## src/pkg/tdg_pkg.sv

```systemverilog
// constants, register map and types for the three-phase deadtime gate control
// assumes a single 40 MHz clock and an AXI4-Lite register port
package tdg_pkg;
   // clock and timing
   localparam int CLK_PERIOD_NS = 25;
   localparam int DT_STEP_NS = 50;
   localparam int DT_MAX_NS = 12000;
   localparam int DT_STEP_CYC = (DT_STEP_NS + CLK_PERIOD_NS - 1) / CLK_PERIOD_NS;
   localparam int DT_MAX_STEPS = DT_MAX_NS / DT_STEP_NS;
   localparam int T_BLANK_NS = 500;
   localparam int BLANK_CYC = (T_BLANK_NS + CLK_PERIOD_NS - 1) / CLK_PERIOD_NS;
   localparam int DT_W = 12;
   localparam int BLANK_W = 6;
   // register byte offsets
   localparam logic [7:0] ADDR_DEADTIME = 8'h00;
   localparam logic [7:0] ADDR_CAL = 8'h04;
   localparam logic [7:0] ADDR_MODE = 8'h08;
   localparam logic [7:0] ADDR_SIMUL = 8'h0c;
   localparam logic [7:0] ADDR_FMASK = 8'h10;
   localparam logic [7:0] ADDR_STATUS = 8'h14;
   // field positions
   localparam int MODE_FULL = 0;
   localparam int MODE_DESAT = 1;
   localparam int MODE_ZDT = 2;
   localparam int MODE_LOCK = 3;
   localparam int NUM_FAULTS = 4;
   localparam int FAULT_DESAT = 1;
   localparam int FMASK_INT_LSB = 4;
   // reset values
   localparam logic [7:0] DEADTIME_RST = 8'h00;
   localparam logic [3:0] CAL_RST = 4'(DT_STEP_CYC);
   localparam logic [3:0] MODE_RST = 4'h0;
   localparam logic [7:0] FMASK_RST = 8'h0f;
   // key bytes of the simultaneous-conduction unlock sequence
   localparam logic [7:0] SIM_KEY_ARM = 8'h5a;
   localparam logic [7:0] SIM_KEY_COMMIT = 8'ha5;
   // axi responses
   localparam logic [1:0] RESP_OKAY = 2'h0;
   localparam logic [1:0] RESP_SLVERR = 2'h2;

   typedef enum logic [1:0] {SEL_NONE, SEL_HS, SEL_LS} tdg_sel_t;
   typedef enum logic [1:0] {SIM_IDLE, SIM_ARMED, SIM_DONE} tdg_sim_t;
endpackage

```

## src/rtl/tdg_phase.sv

```systemverilog
// one phase: edge-sensitive command decode, deadtime, bootstrap lockout, blanking
// assumes command inputs already synchronous to clk
`timescale 1ns/100ps
`default_nettype none
module tdg_phase
   import tdg_pkg::*;
(
   input wire logic clk,
   input wire logic rst_n,
   input wire logic enable,
   input wire logic hs_cmd_n,
   input wire logic ls_cmd,
   input wire logic [DT_W-1:0] dt_cycles,
   input wire logic simul_en,
   input wire logic kill,
   output logic hs_on_q,
   output logic ls_on_q,
   output logic blank_q,
   output logic boot_ok_q
);
   logic hs_req, hs_prev_q, ls_prev_q, hs_rise, ls_rise, hs_d, ls_d;
   tdg_sel_t sel_q, sel_d;
   logic [DT_W-1:0] dt_cnt_q;
   logic [BLANK_W-1:0] blank_cnt_q;

   assign hs_req = ~hs_cmd_n;
   assign hs_rise = hs_req & ~hs_prev_q;
   assign ls_rise = ls_cmd & ~ls_prev_q;

   // last leading edge selects the side; its release deselects
   always_comb begin
      sel_d = sel_q;
      if (ls_rise) begin
         sel_d = SEL_LS;
      end else if (hs_rise) begin
         sel_d = SEL_HS;
      end else if ((sel_q == SEL_HS && !hs_req) || (sel_q == SEL_LS && !ls_cmd)) begin
         sel_d = SEL_NONE;
      end
   end

   // gate requests; outside simultaneous mode the complementary side must be off and deadtime spent
   always_comb begin
      if (simul_en) begin
         hs_d = enable & hs_req & boot_ok_q & ~kill;
         ls_d = enable & ls_cmd & ~kill;
      end else begin
         hs_d = enable & ~kill & (sel_d == SEL_HS) & (dt_cnt_q == '0) & ~ls_on_q
            & boot_ok_q;
         ls_d = enable & ~kill & (sel_d == SEL_LS) & (dt_cnt_q == '0) & ~hs_on_q;
      end
   end

   // input history and selection
   always_ff @(posedge clk) begin
      if (!rst_n) begin
         hs_prev_q <= 1'b0;
         ls_prev_q <= 1'b0;
         sel_q <= SEL_NONE;
      end else begin
         hs_prev_q <= hs_req;
         ls_prev_q <= ls_cmd;
         sel_q <= sel_d;
      end
   end

   // gate outputs
   always_ff @(posedge clk) begin
      if (!rst_n) begin
         hs_on_q <= 1'b0;
         ls_on_q <= 1'b0;
      end else begin
         hs_on_q <= hs_d;
         ls_on_q <= ls_d;
      end
   end

   // deadtime counter loads at every turn-off, zero means no delay
   always_ff @(posedge clk) begin
      if (!rst_n) begin
         dt_cnt_q <= '0;
      end else if ((hs_on_q & ~hs_d) | (ls_on_q & ~ls_d)) begin
         dt_cnt_q <= dt_cycles;
      end else if (dt_cnt_q != '0) begin
         dt_cnt_q <= dt_cnt_q - 1'b1;
      end
   end

   // bootstrap charged once the low side has been on since enable
   always_ff @(posedge clk) begin
      if (!rst_n || !enable) begin
         boot_ok_q <= 1'b0;
      end else if (ls_on_q) begin
         boot_ok_q <= 1'b1;
      end
   end

   // current-limit blanking after any input change, bypassed in simultaneous mode
   always_ff @(posedge clk) begin
      if (!rst_n) begin
         blank_cnt_q <= '0;
         blank_q <= 1'b0;
      end else if (simul_en) begin
         blank_cnt_q <= '0;
         blank_q <= 1'b0;
      end else if ((hs_req ^ hs_prev_q) | (ls_cmd ^ ls_prev_q)) begin
         blank_cnt_q <= BLANK_W'(BLANK_CYC);
         blank_q <= 1'b1;
      end else begin
         if (blank_cnt_q != '0) begin
            blank_cnt_q <= blank_cnt_q - 1'b1;
         end
         blank_q <= (blank_cnt_q > BLANK_W'(1));
      end
   end
endmodule
`default_nettype wire

```

## src/rtl/tdg_gate_ctrl.sv

```systemverilog
// top of the three-phase deadtime gate control with its axi4-lite registers
// assumes commands, faults and enable synchronous to REF_CLK (40 MHz)
//
// Summary of operation
// - deadtime programmable 0 to 12 us in 50 ns steps over the register port
// - host writes a calibration of cycles per step; device applies it
// - high and low side of a phase never on together unless enabled
// - simultaneous mode bypasses the current-limit blanking time
// - simultaneous enable needs an arm write then a commit write
// - simultaneous enable or disable accepted once per reset only
// - modes full conduction, desat handling, zero deadtime can be locked
// - masks choose which faults are reported and which raise the interrupt
// - status register readable by the host at any time
// - leading command edge turns complementary off and arms chosen side
// - deadtime starts at turn-off; complementary held off until it ends
// - turn-on after deadtime expiry acts at once
// - high side refused until low side has been on once after enable
// - low-side current limit blanked after each input change
//
// Added by the designer: the AXI4-Lite register port and the register offsets.
`timescale 1ns/100ps
`default_nettype none
module tdg_gate_ctrl
   import tdg_pkg::*;
#(
   parameter int NUM_PHASES = 3
)(
   input wire logic REF_CLK,
   input wire logic RST_N,
   // axi4-lite slave
   input wire logic [7:0] S_AXI_AWADDR,
   input wire logic S_AXI_AWVALID,
   output logic S_AXI_AWREADY,
   input wire logic [31:0] S_AXI_WDATA,
   input wire logic [3:0] S_AXI_WSTRB,
   input wire logic S_AXI_WVALID,
   output logic S_AXI_WREADY,
   output logic [1:0] S_AXI_BRESP,
   output logic S_AXI_BVALID,
   input wire logic S_AXI_BREADY,
   input wire logic [7:0] S_AXI_ARADDR,
   input wire logic S_AXI_ARVALID,
   output logic S_AXI_ARREADY,
   output logic [31:0] S_AXI_RDATA,
   output logic [1:0] S_AXI_RRESP,
   output logic S_AXI_RVALID,
   input wire logic S_AXI_RREADY,
   // phase commands and gate requests
   input wire logic GATE_ENABLE,
   input wire logic [NUM_PHASES-1:0] PHASE_HIGH_SIDE_COMMAND_N,
   input wire logic [NUM_PHASES-1:0] PHASE_LOW_SIDE_COMMAND,
   input wire logic [NUM_FAULTS-1:0] FAULT_IN,
   output logic [NUM_PHASES-1:0] HS_GATE_ON,
   output logic [NUM_PHASES-1:0] LS_GATE_ON,
   output logic [NUM_PHASES-1:0] LS_ILIM_BLANK,
   output logic FULL_CONDUCTION_MODE,
   output logic FAULT_INT
);
   // refuse phase counts the status word cannot hold
   if (NUM_PHASES < 1 || NUM_PHASES > 8) begin : g_chk
      $error("NUM_PHASES must be 1 to 8");
   end

   // write channel state
   logic aw_got_q, w_got_q;
   logic [7:0] aw_addr_q;
   logic [31:0] w_data_q;
   logic [3:0] w_strb_q;
   logic wr_do;
   logic [31:0] wmask;
   logic wr_hit;
   // read channel state
   logic rd_do;
   logic [31:0] rd_word;
   logic rd_hit;
   // registers
   logic [7:0] deadtime_q;
   logic [3:0] cal_q;
   logic [3:0] mode_q;
   logic [7:0] fmask_q;
   logic [NUM_FAULTS-1:0] fault_q;
   logic desat_trip_q;
   logic simul_en_q;
   tdg_sim_t sim_q;
   // derived
   logic [7:0] dt_steps;
   logic [DT_W-1:0] dt_cycles;
   logic [NUM_FAULTS-1:0] fault_clr;
   logic [NUM_PHASES-1:0] boot_ok;
   logic kill;

   // byte-lane mask of the pending write
   always_comb begin
      for (int i = 0; i < 4; i++) begin
         wmask[i*8 +: 8] = {8{w_strb_q[i]}};
      end
   end

   assign wr_do = aw_got_q & w_got_q & ~S_AXI_BVALID;
   assign rd_do = S_AXI_ARREADY & S_AXI_ARVALID;

   // write address channel
   always_ff @(posedge REF_CLK) begin
      if (!RST_N) begin
         aw_got_q <= 1'b0;
         S_AXI_AWREADY <= 1'b0;
         aw_addr_q <= '0;
      end else if (S_AXI_AWREADY & S_AXI_AWVALID) begin
         aw_got_q <= 1'b1;
         S_AXI_AWREADY <= 1'b0;
         aw_addr_q <= S_AXI_AWADDR;
      end else if (S_AXI_BVALID & S_AXI_BREADY) begin
         aw_got_q <= 1'b0;
         S_AXI_AWREADY <= 1'b1;
      end else if (!aw_got_q) begin
         S_AXI_AWREADY <= 1'b1;
      end
   end

   // write data channel
   always_ff @(posedge REF_CLK) begin
      if (!RST_N) begin
         w_got_q <= 1'b0;
         S_AXI_WREADY <= 1'b0;
         w_data_q <= '0;
         w_strb_q <= '0;
      end else if (S_AXI_WREADY & S_AXI_WVALID) begin
         w_got_q <= 1'b1;
         S_AXI_WREADY <= 1'b0;
         w_data_q <= S_AXI_WDATA;
         w_strb_q <= S_AXI_WSTRB;
      end else if (S_AXI_BVALID & S_AXI_BREADY) begin
         w_got_q <= 1'b0;
         S_AXI_WREADY <= 1'b1;
      end else if (!w_got_q) begin
         S_AXI_WREADY <= 1'b1;
      end
   end

   // address decode for writes
   always_comb begin
      unique case (aw_addr_q)
         ADDR_DEADTIME, ADDR_CAL, ADDR_MODE, ADDR_SIMUL, ADDR_FMASK, ADDR_STATUS: begin
            wr_hit = 1'b1;
         end
         default: begin
            wr_hit = 1'b0;
         end
      endcase
   end

   // write response, slverr for unmapped addresses
   always_ff @(posedge REF_CLK) begin
      if (!RST_N) begin
         S_AXI_BVALID <= 1'b0;
         S_AXI_BRESP <= RESP_OKAY;
      end else if (wr_do) begin
         S_AXI_BVALID <= 1'b1;
         S_AXI_BRESP <= wr_hit ? RESP_OKAY : RESP_SLVERR;
      end else if (S_AXI_BREADY) begin
         S_AXI_BVALID <= 1'b0;
      end
   end

   // deadtime steps and calibration cycles per step
   always_ff @(posedge REF_CLK) begin
      if (!RST_N) begin
         deadtime_q <= DEADTIME_RST;
         cal_q <= CAL_RST;
      end else if (wr_do && aw_addr_q == ADDR_DEADTIME) begin
         deadtime_q <= (deadtime_q & ~wmask[7:0]) | (w_data_q[7:0] & wmask[7:0]);
      end else if (wr_do && aw_addr_q == ADDR_CAL) begin
         cal_q <= (cal_q & ~wmask[3:0]) | (w_data_q[3:0] & wmask[3:0]);
      end
   end

   // clamp to 12 us and scale by the calibration
   assign dt_steps = (deadtime_q > 8'(DT_MAX_STEPS)) ? 8'(DT_MAX_STEPS) : deadtime_q;
   assign dt_cycles = mode_q[MODE_ZDT] ? '0 : DT_W'(dt_steps) * DT_W'(cal_q);

   // operating modes, frozen once the lock bit is set
   always_ff @(posedge REF_CLK) begin
      if (!RST_N) begin
         mode_q <= MODE_RST;
      end else if (wr_do && aw_addr_q == ADDR_MODE && !mode_q[MODE_LOCK]) begin
         mode_q <= (mode_q & ~wmask[3:0]) | (w_data_q[3:0] & wmask[3:0]);
      end
   end

   // simultaneous conduction: arm then commit, once per reset
   always_ff @(posedge REF_CLK) begin
      if (!RST_N) begin
         sim_q <= SIM_IDLE;
         simul_en_q <= 1'b0;
      end else if (wr_do && aw_addr_q == ADDR_SIMUL && w_strb_q[1:0] == 2'h3) begin
         unique case (sim_q)
            SIM_IDLE: begin
               if (w_data_q[15:8] == SIM_KEY_ARM) begin
                  sim_q <= SIM_ARMED;
               end
            end
            SIM_ARMED: begin
               if (w_data_q[15:8] == SIM_KEY_COMMIT) begin
                  sim_q <= SIM_DONE;
                  simul_en_q <= w_data_q[0];
               end else begin
                  sim_q <= SIM_IDLE;
               end
            end
            SIM_DONE: begin
               sim_q <= SIM_DONE;
            end
         endcase
      end else if (wr_do && sim_q == SIM_ARMED) begin
         sim_q <= SIM_IDLE;
      end
   end

   // fault masks: low nibble reports, high nibble raises the interrupt
   always_ff @(posedge REF_CLK) begin
      if (!RST_N) begin
         fmask_q <= FMASK_RST;
      end else if (wr_do && aw_addr_q == ADDR_FMASK) begin
         fmask_q <= (fmask_q & ~wmask[7:0]) | (w_data_q[7:0] & wmask[7:0]);
      end
   end

   assign fault_clr = (wr_do && aw_addr_q == ADDR_STATUS) ?
      (w_data_q[NUM_FAULTS-1:0] & wmask[NUM_FAULTS-1:0]) : '0;

   // sticky reported faults, a new fault wins over a clear
   always_ff @(posedge REF_CLK) begin
      if (!RST_N) begin
         fault_q <= '0;
      end else begin
         fault_q <= (fault_q & ~fault_clr) | (FAULT_IN & fmask_q[NUM_FAULTS-1:0]);
      end
   end

   // desaturation shutdown when that handling mode is on
   always_ff @(posedge REF_CLK) begin
      if (!RST_N) begin
         desat_trip_q <= 1'b0;
      end else if (FAULT_IN[FAULT_DESAT] && mode_q[MODE_DESAT]) begin
         desat_trip_q <= 1'b1;
      end else if (fault_clr[FAULT_DESAT]) begin
         desat_trip_q <= 1'b0;
      end
   end

   assign kill = desat_trip_q;

   // interrupt level and mode pin
   always_ff @(posedge REF_CLK) begin
      if (!RST_N) begin
         FAULT_INT <= 1'b0;
         FULL_CONDUCTION_MODE <= 1'b0;
      end else begin
         FAULT_INT <= |(fault_q & fmask_q[FMASK_INT_LSB +: NUM_FAULTS]);
         FULL_CONDUCTION_MODE <= mode_q[MODE_FULL];
      end
   end

   // read mux
   always_comb begin
      rd_hit = 1'b1;
      unique case (S_AXI_ARADDR)
         ADDR_DEADTIME: rd_word = 32'(deadtime_q);
         ADDR_CAL: rd_word = 32'(cal_q);
         ADDR_MODE: rd_word = 32'(mode_q);
         ADDR_SIMUL: rd_word = 32'({sim_q, simul_en_q});
         ADDR_FMASK: rd_word = 32'(fmask_q);
         ADDR_STATUS: rd_word = 32'({LS_GATE_ON, HS_GATE_ON, boot_ok, desat_trip_q,
            mode_q[MODE_LOCK], sim_q == SIM_DONE, simul_en_q, fault_q});
         default: begin
            rd_word = '0;
            rd_hit = 1'b0;
         end
      endcase
   end

   // read address and data channels
   always_ff @(posedge REF_CLK) begin
      if (!RST_N) begin
         S_AXI_ARREADY <= 1'b0;
         S_AXI_RVALID <= 1'b0;
         S_AXI_RDATA <= '0;
         S_AXI_RRESP <= RESP_OKAY;
      end else if (rd_do) begin
         S_AXI_ARREADY <= 1'b0;
         S_AXI_RVALID <= 1'b1;
         S_AXI_RDATA <= rd_word;
         S_AXI_RRESP <= rd_hit ? RESP_OKAY : RESP_SLVERR;
      end else if (S_AXI_RVALID & S_AXI_RREADY) begin
         S_AXI_RVALID <= 1'b0;
         S_AXI_ARREADY <= 1'b1;
      end else if (!S_AXI_RVALID) begin
         S_AXI_ARREADY <= 1'b1;
      end
   end

   // one gate controller per phase
   for (genvar p = 0; p < NUM_PHASES; p++) begin : g_phase
      tdg_phase u_phase (
         .clk(REF_CLK),
         .rst_n(RST_N),
         .enable(GATE_ENABLE),
         .hs_cmd_n(PHASE_HIGH_SIDE_COMMAND_N[p]),
         .ls_cmd(PHASE_LOW_SIDE_COMMAND[p]),
         .dt_cycles(dt_cycles),
         .simul_en(simul_en_q),
         .kill(kill),
         .hs_on_q(HS_GATE_ON[p]),
         .ls_on_q(LS_GATE_ON[p]),
         .blank_q(LS_ILIM_BLANK[p]),
         .boot_ok_q(boot_ok[p])
      );
   end
endmodule
`default_nettype wire

```

## config.mk

```make
export PLATFORM = sky130hd
export DESIGN_NAME = tdg_gate_ctrl
export DESIGN_NICKNAME = d
export VERILOG_FILES = /design/src/pkg/tdg_pkg.sv /design/src/rtl/tdg_phase.sv /design/src/rtl/tdg_gate_ctrl.sv
export SDC_FILE = /design/constraint.sdc
export NUM_CORES = 1
export LEC_CHECK = 0
export BUFFER_PORTS_ARGS = -buffer_cell sky130_fd_sc_hd__buf_4
export CAP_MARGIN = 10
export CORE_MARGIN = 2
export CORE_UTILIZATION = 55
export DETAILED_ROUTE_END_ITERATION = 10
export PLACE_DENSITY_LB_ADDON = 0.15
export SETUP_SLACK_MARGIN = 0.05
export SYNTH_ARGS = -nofsm -noshare
export SYNTH_HDL_FRONTEND = slang
export SYNTH_SLANG_ARGS = --single-unit
```

## constraint.sdc

```tcl
create_clock -name REF_CLK -period 4.11 [get_ports REF_CLK]
set_input_delay 1.0275 -clock REF_CLK [delete_from_list [all_inputs] [get_ports REF_CLK]]
set_output_delay 1.0275 -clock REF_CLK [all_outputs]
set_load 0.01 [all_outputs]
```

==> results of run 1 <==
==> where the power goes <==
group | internal (mW) | total, mW | switching, mW | leakage (nW)
registers | 1.76 | 1.92 | 0.160 | 1.34
logic | 0.573 | 1.26 | 0.684 | 2.73
clock network | 0.922 | 1.56 | 0.641 | 0.272
==> cell type report <==
class,instances,share of cell area [%]
Sequential cell,164,33.0
Multi-Input combinational cell,754,49.1
Tap cell,211,2.65
Clock buffer,23,4.60
Clock inverter,9,1.23
Inverter,48,1.81
Timing Repair Buffer,101,7.61
==> cells by family after synthesis <==
kind of cell	count (synthesis)	share of synthesized area (%)
muxes	45	5.75
and+or+nand+nor	422	24.2
DFF	164	37.9
buffers and inverters	113	6.22
AOI/OAI and AO/OA	192	14.9
other	1	0.0433
adders and majority gates	46	7.69
xor gates and xnor gates	32	3.24
==> stage by stage <==
step | cell area, um^2 | util (%) | hold slack (ns) | cells
after floorplan | 8710 | - | 0.431 | 1031
after global placement | 9370 | 61.2 | 0.441 | 1277
after detailed placement | 9370 | 61.2 | 0.444 | 1277
after CTS | 9950 | 65.0 | 0.453 | 1309
after global routing | 9960 | 65.0 | 0.473 | 1310
final | 9960 | 65.0 | 0.451 | 1310
==> repair_timing <==
item	CTS	global route
setup endpoints to repair	0	6
gates resized for setup	0	0
setup buffers	0	1
==> cells in the final DEF, fill, tap and decap left out, drive strengths merged, types with 4 or more instances in the layout <==
master,count
o31ai,15
a211oi,7
nor3,32
conb,17
clkbuf,23
o21a,4
buf,101
nor4,12
and3,16
a21oi,70
inv,50
nand3,40
xor2,12
o211ai,4
dfxtp,164
nand3b,5
a22o,14
or2,6
nor3b,9
nand4,10
mux2,5
nor2,102
fa,12
nand2b,11
nand4b,4
or4,7
mux2i,37
and2,20
a22oi,9
o21ai,22
xnor2,20
nor2b,7
nand2,127
ha,34
a31oi,5
a21o,6
a31o,4
==> routing by layer <==
metal	global-route usage, %	wire length [um]
met5	0	0
met2	42.0	9520
met3	5.66	1180
met4	6.51	264
met1	33.6	9430
==> critical path: stages, from the launching register on <==
cell and delay [ns]:
sky130_fd_sc_hd__dfxtp_1 0.31, sky130_fd_sc_hd__nand4_1 0.23, sky130_fd_sc_hd__buf_4 0.18, sky130_fd_sc_hd__nand3_1 0.10
sky130_fd_sc_hd__fa_1 0.55, sky130_fd_sc_hd__inv_1 0.05, sky130_fd_sc_hd__fa_1 0.52, sky130_fd_sc_hd__fa_1 0.50
sky130_fd_sc_hd__a211oi_1 0.31, sky130_fd_sc_hd__nor2_1 0.10, sky130_fd_sc_hd__o21ai_0 0.21, sky130_fd_sc_hd__xor2_1 0.25
sky130_fd_sc_hd__nor2_1 0.13, sky130_fd_sc_hd__mux2_2 0.28
==> how the worst max path moves through the flow <==
stage               startpoint                               to  cells past startpoint
global route          register   g_phase[0].u_phase.dt_cnt_q[8]                     13
floorplan             register   g_phase[0].u_phase.dt_cnt_q[8]                     12
CTS                   register  g_phase[2].u_phase.dt_cnt_q[11]                     12
detailed placement    register  g_phase[2].u_phase.dt_cnt_q[11]                     12
finish                register  g_phase[2].u_phase.dt_cnt_q[10]                     13
global placement      register  g_phase[1].u_phase.dt_cnt_q[10]                     13
==> metrics.md, run 1 <==
| Metric | Value |
|---|---|
| Leakage power summed over all cells | 4.34 nW |
| Worst-path maximum fanout | 7 |
| Post-route total power | between 4 and 5 mW |
| Cell count of the worst hold path | 2 |
| Count of different cell masters after synthesis | 77 |
| TritonCTS clock tree | built |
| Number of pins exceeding their max-slew limit in the final report | 0 |
| Top achievable clock speed | 260 MHz |
| Final count of negative-setup-slack endpoints | 0 |
| Category of the worst setup path launch point | register |
| Hold_sp | aw_addr_q[1] |
| Class of the tightest hold or removal check | reg -> reg |
| Pin count of the biggest net entering global routing | 49 |
| Syn avg cell area | 8.53 um^2 |
| Worst Hold Endpoint | aw_addr_q[1] |
| Sequential cell area | ~3300 um^2 |
| Initial Utilization | 56.5% |
| Number of max-capacitance violations reported | 0 |
| DR iter-0 viols | 493 |
| Placeable core region | approximately 15000 um^2 |
| Die width | around 130 um |
| Worst-case register-to-register setup slack | 0.27 ns |
| Result of the run | completed |
| Final weighted congestion in routability-driven placement | 0.839 |
| Number of diodes | 0 |
| Dominant synthesized flop cell | sky130_fd_sc_hd__dfxtp_1 |
| Part of the Yosys area used for sequential elements | between 30% and 40% |
| Total number of vias | 7350 |
| YS warnings | 0 |
| Fin. Hold Viols | 0 |
| Fraction of final layout cells with drive strength greater than 1 | between 10% and 20% |
| Synth area leaders | sky130_fd_sc_hd__dfxtp_1 (38%), sky130_fd_sc_hd__nand2_1 (5.5%), sky130_fd_sc_hd__ha_1 (4.9%) |
| Area used by multi-input combinational logic | roughly 4900 um^2 |
| Minimum clock period | 3.84 ns |
| Number of levels in the clock H-tree | 4 |
| Hpwl dp | 14.8 mm |
| Critical path data arrival time | slightly above 4 ns |
| Via count of the first global-routing pass | roughly 7000 |
| Initial antenna violation count | 0 |
| Worst-Skew Late Latency | 0.42 ns |
| Post-layout worst setup margin | 0.267 ns |
| Cell type contributing the most total cell area after synthesis | sky130_fd_sc_hd__dfxtp_1 |
| Post-DRT Antenna Nets | 0 |
| Root buf cell | sky130_fd_sc_hd__clkbuf_16 |
| Reg2reg end | g_phase[2].u_phase.dt_cnt_q[10] |
| Sinks on Clock Net | 164 |
| Total routed wirelength | 20.4 mm |
| Number of remaining DRC errors | 0 |
| Leading cell type by number of instances after synthesis | sky130_fd_sc_hd__dfxtp_1 |
| Syn Inst Count | 1015 |
| IO Port Bufs | 86 |
| Largest voltage drop on the vdd net | 0.310 mV |
| First-pass DRT Iterations | 5 |
| Clock edge transition at the registers on the reported setup and hold paths | ~0.060 ns |
| First-pass GRT wire length | roughly 34 mm |
| DIE HEIGHT | 129 um |
| Power per Cell Area | 476 nW/um^2 |
| Combined area of all synthesized cells | slightly below 9000 um^2 |
| CP endpoint kind | register |
| Register-to-Register Path Depth | 13 |
| Global Route Usage Sum | 25.3% |
| Category of the most critical setup path | reg -> reg |
| Syn-to-layout area delta | 15.1% |
| Maximum number of buffers from clock root to sink | 2 |
| Number of placed I/O pins | 122 |
| TritonCTS Buffers | 17 |
| Final-layout fill cell count | 1350 |
| Vias per Instance | ~5.6 |
| Async set or reset register ratio after synthesis | 0% |
| Yosys top cell area share | 37.9% |
| Overflow left after global routing | 0 |
| Final period utilization | 93.5% |
| Max transition margin | 50.9% |
| Average wire length per cell after detail routing | approximately 16 um |
| Worst-margin pin slew | ~0.74 ns |
| Die Area | between 15000 and 20000 um^2 |
| Number of flops mapped to enable cells by yosys | 0 |
| Final total negative setup slack | 0 ns |
| Post-placement worst setup slack | approximately 0.27 ns |
| Post-CTS Hold Buffers | 0 |
| RSZ-0062 raised after global routing | false |
| Number of synthesized register bits | 164 |
| Placement Rows | 45 |
| Critical Path RT | ~4.4 ns |
| Synth top cells by count | sky130_fd_sc_hd__dfxtp_1 (164), sky130_fd_sc_hd__nand2_1 (127), sky130_fd_sc_hd__nor2_1 (101) |
| Fin nets | 1202 |
| Post-route clock skew | 0.0107 ns |
(Power assumes the default switching activity.)
==> run 2, diff against run 1 <==
--- a/config.mk
+++ b/config.mk
@@ -8,7 +8,7 @@
 export BUFFER_PORTS_ARGS = -buffer_cell sky130_fd_sc_hd__buf_4
 export CAP_MARGIN = 10
 export CORE_MARGIN = 2
-export CORE_UTILIZATION = 55
+export CORE_UTILIZATION = 50
 export DETAILED_ROUTE_END_ITERATION = 10
 export PLACE_DENSITY_LB_ADDON = 0.15
 export SETUP_SLACK_MARGIN = 0.05
==> run 2 against run 1 <==
Clock skew about the same. First-iteration DRC count decreased by 14%. Cell area is 0.11% higher. Sequential share of layout area about the same. Wire length decreased by 1.9%. Sequential power hardly changed. Largest cell class unchanged. Largest power group unchanged.
==> metrics.md, run 2 (synthesis results as in run 1) <==
| Metric | Value |
|---|---|
| Placement Rows | 48 (+6.7%) |
| Die width | 136 um (+4.7%) |
| Number of levels in the clock H-tree | 4 (unchanged) |
| Minimum clock period | 3.80 ns (-0.0430 ns) |
| Final-layout fill cell count | 1589 (+18%) |
| Post-route clock skew | 0.0109 ns (+0.000146 ns) |
| Combinational share of power | 26.6% (about the same) |
| Most prevalent standard cell on the critical path | sky130_fd_sc_hd__fa_1 |
| Sinks on Clock Net | 164 (unchanged) |
| Fraction of final layout cells with drive strength greater than 1 | 15.1% (+0.44 points) |
| DR iter-0 viols | 425 (-14%) |
| Worst-Skew Late Latency | 0.43 ns (about the same) |
| Worst-case register-to-register setup slack | 0.31 ns (+0.04 ns) |
| Pin count of the biggest net entering global routing | 48 (-2.0%) |
| Final weighted congestion in routability-driven placement | 0.831 (-1.0%) |
| Post-DRT Antenna Nets | 0 (unchanged) |
| Initial antenna violation count | 0 (unchanged) |
| Total routed wirelength | 20.0 mm (-1.9%) |
| Final period utilization | 92.5% (-1.0 points) |
| Vias per Instance | 5.48 (-2.4%) |
| CP endpoint kind | register |
| Most common library cell in the layout ignoring fill and taps | sky130_fd_sc_hd__dfxtp_1 |
| Max transition margin | 49.5% (-1.5 points) |
| Critical path data arrival time | 4.13 ns (-0.02 ns) |
| Post-layout worst setup margin | 0.310 ns (+0.0430 ns) |
| Clock edge transition at the registers on the reported setup and hold paths | 0.07 ns (about the same) |
| Met1 Resource Use GR | 31.4% (-2.2 points) |
| Post-route total power | 4.69 mW (-0.95%) |
| Crit path to | g_phase[0].u_phase.dt_cnt_q[8] |
| Met3 usage in global routing | 5.13% (-0.53 points) |
| Chain of cells forming the critical path | nand4_1 > buf_4 > nand3_1 > fa_1 > inv_1 > fa_1 > fa_1 > a211oi_1 > o21ai_0 > o311ai_0 > buf_4 > nor2_1 > a211oi_1 |
| Fin. Hold Viols | 0 (unchanged) |
| Reg2reg end | g_phase[0].u_phase.dt_cnt_q[8] |
| GRT Max-Usage Layer | met2 |
| Maximum number of buffers from clock root to sink | 2 (unchanged) |
| Average wire length per cell after detail routing | 15.1 um (-3.1%) |
| Die Area | 18400 um^2 (+9.7%) |
| IO Port Bufs | 86 (unchanged) |
| Clock group share of total power | 32.5% (-0.5 points) |
| Most frequent cells in the layout | sky130_fd_sc_hd__dfxtp_1 (164), sky130_fd_sc_hd__nand2_1 (127), sky130_fd_sc_hd__buf_4 (102) |
| Category of the most critical setup path | reg -> reg |
| Number of remaining DRC errors | 0 (unchanged) |
| Syn-to-layout area delta | 15.2% |
| Final total negative setup slack | 0 ns (unchanged) |
| Power dissipated by switching net loads | 1.55 mW (+4.5%) |
| Class of the tightest hold or removal check | reg -> reg |
| Number of diodes | 0 (unchanged) |
| Placeable core region | 17100 um^2 (+12%) |
| Final count of negative-setup-slack endpoints | 0 (unchanged) |
| TritonCTS clock tree | built |
| Number of pins exceeding their max-slew limit in the final report | 0 (unchanged) |
| Flop pwr share | 40.8% (+0.3 points) |
| First-pass GRT wire length | 33.5 mm (-0.76%) |
| Overflow left after global routing | 0 (unchanged) |
| Result of the run | completed |
| Worst-margin pin slew | 0.758 ns (+0.0220 ns) |
| Largest voltage drop on the vdd net | 0.324 mV (+4.4%) |
| Root buf cell | sky130_fd_sc_hd__clkbuf_16 |
| TritonCTS Buffers | 17 (unchanged) |
| Cell area after placement | 9400 um^2 (+0.27%) |
| Number of placed I/O pins | 122 (unchanged) |
| Leakage power summed over all cells | 4.34 nW (about the same) |
| Met2 track demand over resource | 35.9% (-6.0 points) |
| Initial Utilization | 50.6% (-5.9 points) |
| Number of max-capacitance violations reported | 0 (unchanged) |
| Via count of the first global-routing pass | 6804 (-2.8%) |
| Hpwl dp | 14.5 mm (-1.9%) |
| Critical Path RT | 4.44 ns (+0.03 ns) |
| Power per Cell Area | 471 nW/um^2 (-1.1%) |
| Sw Ratio | 33.0% (+1.7 points) |
| Global Route Usage Sum | 22.9% (-2.4 points) |
| Internal portion of total power | 3.14 mW (-3.4%) |
| Register-to-Register Path Depth | 13 (unchanged) |
| Worst path max stage delay | 0.55 ns (about the same) |
| Fin nets | 1203 (+0.083%) |
| Top achievable clock speed | 263 MHz (+1.1%) |
| Max stage delay cell, worst path | sky130_fd_sc_hd__fa_1 |
| First-pass DRT Iterations | 5 (unchanged) |
| Total number of vias | 7257 (-1.3%) |
| RSZ-0062 raised after global routing | false |
| Category of the worst setup path launch point | register |
| Final instance area | 9970 um^2 (+0.11%) |
| DIE HEIGHT | 136 um (+4.7%) |
| Post-placement worst setup slack | 0.294 ns (+0.0210 ns) |
| Worst-path maximum fanout | 7 (unchanged) |
==> run 2: changes by cell type in the layout (fill, tap and decap cells not counted), sizes merged <==
cell,before,now
clkbuf,23,18
clkinv,2,3
bufinv,2,0
inv,50,56
buf,101,102
==> run 2: cell type report <==
| cell class | instances | area (um^2) | area share, % |
|---|---|---|---|
| multi-input cells | 754 | 4890 | 49.1 |
| flip-flops and latches | 164 | 3280 | 32.9 |
| repair buffers | 102 | 766 | 7.68 |
| clock buffers | 18 | 429 | 4.30 |
| well taps | 225 | 282 | 2.82 |
| inverters | 48 | 180 | 1.81 |
| clock inverters | 14 | 138 | 1.38 |
==> run 2: what timing repair did <==
item                       CTS  global route
hold buffers                 0             0
setup endpoints to repair    0             6
buffers inserted             0             1
resized for setup            0             0
==> run 2: per-layer routing <==
metal / share of wire [%] / up-vias / wire length, um
met3: 4.8 / 24 / 961
met4: 1.5 / 0 / 305
met5: 0 / - / 0
li1: - / 3680 / -
met1: 48 / 3403 / 9690
met2: 45 / 150 / 9030
==> run 2: per-stage QoR <==
step | hold WS (ns) | utilization (%) | instances
global placement | 0.441 | 54.9 | 1292
finish | 0.451 | 58.2 | 1325
global route | 0.477 | 58.2 | 1325
floorplan | 0.431 | - | 1031
CTS | 0.456 | 58.2 | 1324
detailed placement | 0.446 | 54.9 | 1292
==> run 2: worst min-delay path by stage <==
stage	slack [ns]	start	to	cells after the start
final	0.45	aw_addr_q[0]	aw_addr_q[0]	2
after global routing	0.48	w_strb_q[1]	w_strb_q[1]	2
after CTS	0.46	aw_addr_q[0]	aw_addr_q[0]	2
after detailed placement	0.45	aw_addr_q[0]	aw_addr_q[0]	2
after global placement	0.44	aw_addr_q[0]	aw_addr_q[0]	2
after floorplan	0.43	aw_addr_q[7]	aw_addr_q[7]	2
==> run 2: worst max-delay path, delay by kind of cell (launching register included) <==
kind	cells	cell delay, ns
compound gates	4	1.06
flops	1	0.31
buf+inv	3	0.41
fa+ha+maj	3	1.57
simple gates	3	0.34
==> run 2: power groups by stage <==
stage | sequential (mW) | clock (mW) | combinational [mW]
3_3_place_gp | 1.95 | 0 | 1.22
3_5_place_dp | 1.95 | 0 | 1.24
5_1_grt | 1.94 | 1.63 | 1.42
2_1_floorplan | 1.91 | 0 | 1.02
4_1_cts | 1.92 | 1.56 | 1.25
6_report | 1.92 | 1.53 | 1.25
==> run 3, diff against run 2 <==
--- a/config.mk
+++ b/config.mk
@@ -8,9 +8,8 @@
 export BUFFER_PORTS_ARGS = -buffer_cell sky130_fd_sc_hd__buf_4
 export CAP_MARGIN = 10
 export CORE_MARGIN = 2
-export CORE_UTILIZATION = 50
+export CORE_UTILIZATION = 35
 export DETAILED_ROUTE_END_ITERATION = 10
-export PLACE_DENSITY_LB_ADDON = 0.15
 export SETUP_SLACK_MARGIN = 0.05
 export SYNTH_ARGS = -nofsm -noshare
 export SYNTH_HDL_FRONTEND = slang
==> run 3 against run 2 <==
Largest cell class unchanged. Sequential power is essentially flat. Clock skew increased by 0.0017 ns. Critical endpoint is now g_phase[2].u_phase.dt_cnt_q[11]. Via count is 0.52% lower.
==> metrics.md, run 3 (synthesis results as in run 1) <==
| Metric | Value |
|---|---|
| IO Port Bufs | 86 (unchanged) |
| Die Area | 26000 um^2 (+41%) |
| Class of the tightest hold or removal check | reg -> reg |
| TritonCTS clock tree | built |
| Pin count of the biggest net entering global routing | 62 (+29%) |
| Sinks on Clock Net | 164 (unchanged) |
| Placement Rows | 57 (+19%) |
| Total number of vias | 7219 (-0.52%) |
| First-pass DRT Iterations | 4 (-1) |
| Chain of cells forming the critical path | nand4_1 > buf_4 > nand3_1 > fa_1 > inv_1 > fa_1 > ha_1 > a21oi_1 > o211ai_1 > or4_1 > nand3_1 > nor2_1 > mux2_2 |
| Fraction of final layout cells with drive strength greater than 1 | 15.3% (+0.20 points) |
| Number of levels in the clock H-tree | 4 (unchanged) |
| Worst-path maximum fanout | 10 (+3) |
| DR iter-0 viols | 368 (-13%) |
| Fin nets | 1202 (-0.083%) |
| Max stage delay cell, worst path | sky130_fd_sc_hd__fa_1 |
| Critical path data arrival time | 4.11 ns (-0.02 ns) |
| Combinational share of power | 25.9% (-0.7 points) |
| Root buf cell | sky130_fd_sc_hd__clkbuf_16 |
| Most frequent cells in the layout | sky130_fd_sc_hd__dfxtp_1 (164), sky130_fd_sc_hd__nand2_1 (127), sky130_fd_sc_hd__nor2_1 (101), sky130_fd_sc_hd__buf_4 (101), sky130_fd_sc_hd__a21oi_1 (70) |
| First-pass GRT wire length | 34.4 mm (+2.6%) |
| Number of diodes | 0 (unchanged) |
| Top achievable clock speed | 263 MHz (about the same) |
| Global Route Usage Sum | 16.3% (-6.6 points) |
| Number of buffers inserted to repair setup after CTS | 0 (unchanged) |
| Category of the worst setup path launch point | register |
| Power per Cell Area | 477 nW/um^2 (+1.3%) |
| Post-route clock skew | 0.0126 ns (+0.00172 ns) |
| Most common library cell in the layout ignoring fill and taps | sky130_fd_sc_hd__dfxtp_1 |
| Largest voltage drop on the vdd net | 0.246 mV (-24%) |
| Hpwl dp | 15.1 mm (+4.3%) |
| Placeable core region | 24300 um^2 (+42%) |
| Number of pins exceeding their max-slew limit in the final report | 0 (unchanged) |
| Worst-Skew Late Latency | 0.43 ns (about the same) |
| DIE HEIGHT | 161 um (+19%) |
| Final weighted congestion in routability-driven placement | 0.845 (+1.7%) |
| Cell area after placement | 9530 um^2 (+1.4%) |
| Internal portion of total power | 3.26 mW (+3.6%) |
| TritonCTS Buffers | 17 (unchanged) |
| Result of the run | completed |
| Power dissipated by switching net loads | 1.58 mW (+1.7%) |
| Category of the most critical setup path | reg -> reg |
| Flop pwr share | 39.7% (-1.1 points) |
| Clock edge transition at the registers on the reported setup and hold paths | 0.07 ns (about the same) |
| Initial Utilization | 35.6% (-15 points) |
| Sw Ratio | 32.6% (-0.40 points) |
| Number of remaining DRC errors | 0 (unchanged) |
| Die width | 161 um (+19%) |
| Number of placed I/O pins | 122 (unchanged) |
| Total routed wirelength | 20.9 mm (+4.5%) |
| CP endpoint kind | register |
| Critical Path RT | 4.42 ns (-0.02 ns) |
| Syn-to-layout area delta | 17.1% |
| Final period utilization | 92.5% (about the same) |
| Worst Hold Margin | 0.457 ns (+0.00663 ns) |
| Clock group share of total power | 34.4% (+1.9 points) |
| Sum of buffers and inverters on the critical path | 2 (-1) |
| Via count of the first global-routing pass | 6783 (-0.31%) |
| Post-CTS Hold Buffers | 0 (unchanged) |
| RSZ-0062 raised after global routing | false |
| Final core occ | 41.7% (-17 points) |
| Minimum clock period | 3.80 ns (+0.00237 ns) |
| Number of max-capacitance violations reported | 0 (unchanged) |
| Worst-margin pin slew | 0.786 ns (+0.0274 ns) |
| Post-DRT Antenna Nets | 0 (unchanged) |
| Average wire length per cell after detail routing | 14.7 um (-2.7%) |
| Maximum number of buffers from clock root to sink | 2 (unchanged) |
| Gates resized, CTS repair | 0 (unchanged) |
| Final instance area | 10100 um^2 (+1.7%) |
| Final total negative setup slack | 0 ns (unchanged) |
| Final count of negative-setup-slack endpoints | 0 (unchanged) |
| Initial antenna violation count | 1 (+1) |
| CP top delay family | adder cells |
| Fin. Hold Viols | 0 (unchanged) |
| Max transition margin | 47.6% (-1.8 points) |
| Overflow left after global routing | 0 (unchanged) |
| Vias per Instance | 5.07 (-7.4%) |
| Worst path max stage delay | 0.55 ns (about the same) |
| Leakage power summed over all cells | 4.36 nW (+0.54%) |
## run 3: cell types whose count changed in the layout (fill, tap and decap cells not counted), sizes merged
cell      delta
buf          -1
bufinv       +2
clkbuf       -1
clkinv       -3
clkinvlp     -1
inv          +3
## run 3: power by group through the flow
stage	Clock (mW)	Sequential, mW	Combinational, mW
global placement	0	1.95	1.23
detailed placement	0	1.95	1.25
global route	1.76	1.94	1.41
finish	1.66	1.92	1.25
CTS	1.69	1.92	1.26
floorplan	0	1.91	1.02
## run 3: per-layer routing
layer	part of all wire [%]	GRT usage (%)	routed length, um
met3	4.1	3.18	849
met5	0	0	0
met4	1.3	4.67	281
met1	49	22.3	10200
met2	46	26.0	9530
## run 3: worst paths after layout
check,from,end,slack (ns),depth (start not counted)
min reg2reg,aw_addr_q[0],aw_addr_q[0],0.46,2
max reg2reg,register,g_phase[2].u_phase.dt_cnt_q[11],0.31,13
max,register,g_phase[2].u_phase.dt_cnt_q[11],0.31,13
min,aw_addr_q[0],aw_addr_q[0],0.46,2
## run 3: worst min-delay path, delay by kind of cell (launching register included)
kind            cells  cell delay (ns)
simple gates        1             0.05
compound gates      1             0.05
flops               1             0.31
## run 3: final cells by class
type / instances / area, um^2
Timing Repair Buffer: 101 / 758
Fill cell: 2433 / 14200
Sequential cell: 164 / 3280
Clock buffer: 17 / 425
Multi-Input combinational cell: 754 / 4900
Tap cell: 324 / 405
Clock inverter: 15 / 179
Inverter: 48 / 180
## run 3: stage by stage
step | total power [mW] | instances | worst slack, ns
after floorplan | 2.94 | 1031 | 0.423
after global placement | 3.18 | 1391 | 0.315
after detailed placement | 3.20 | 1391 | 0.294
after CTS | 4.86 | 1423 | 0.287
after global routing | 5.11 | 1423 | 0.0667
final | 4.83 | 1423 | 0.307
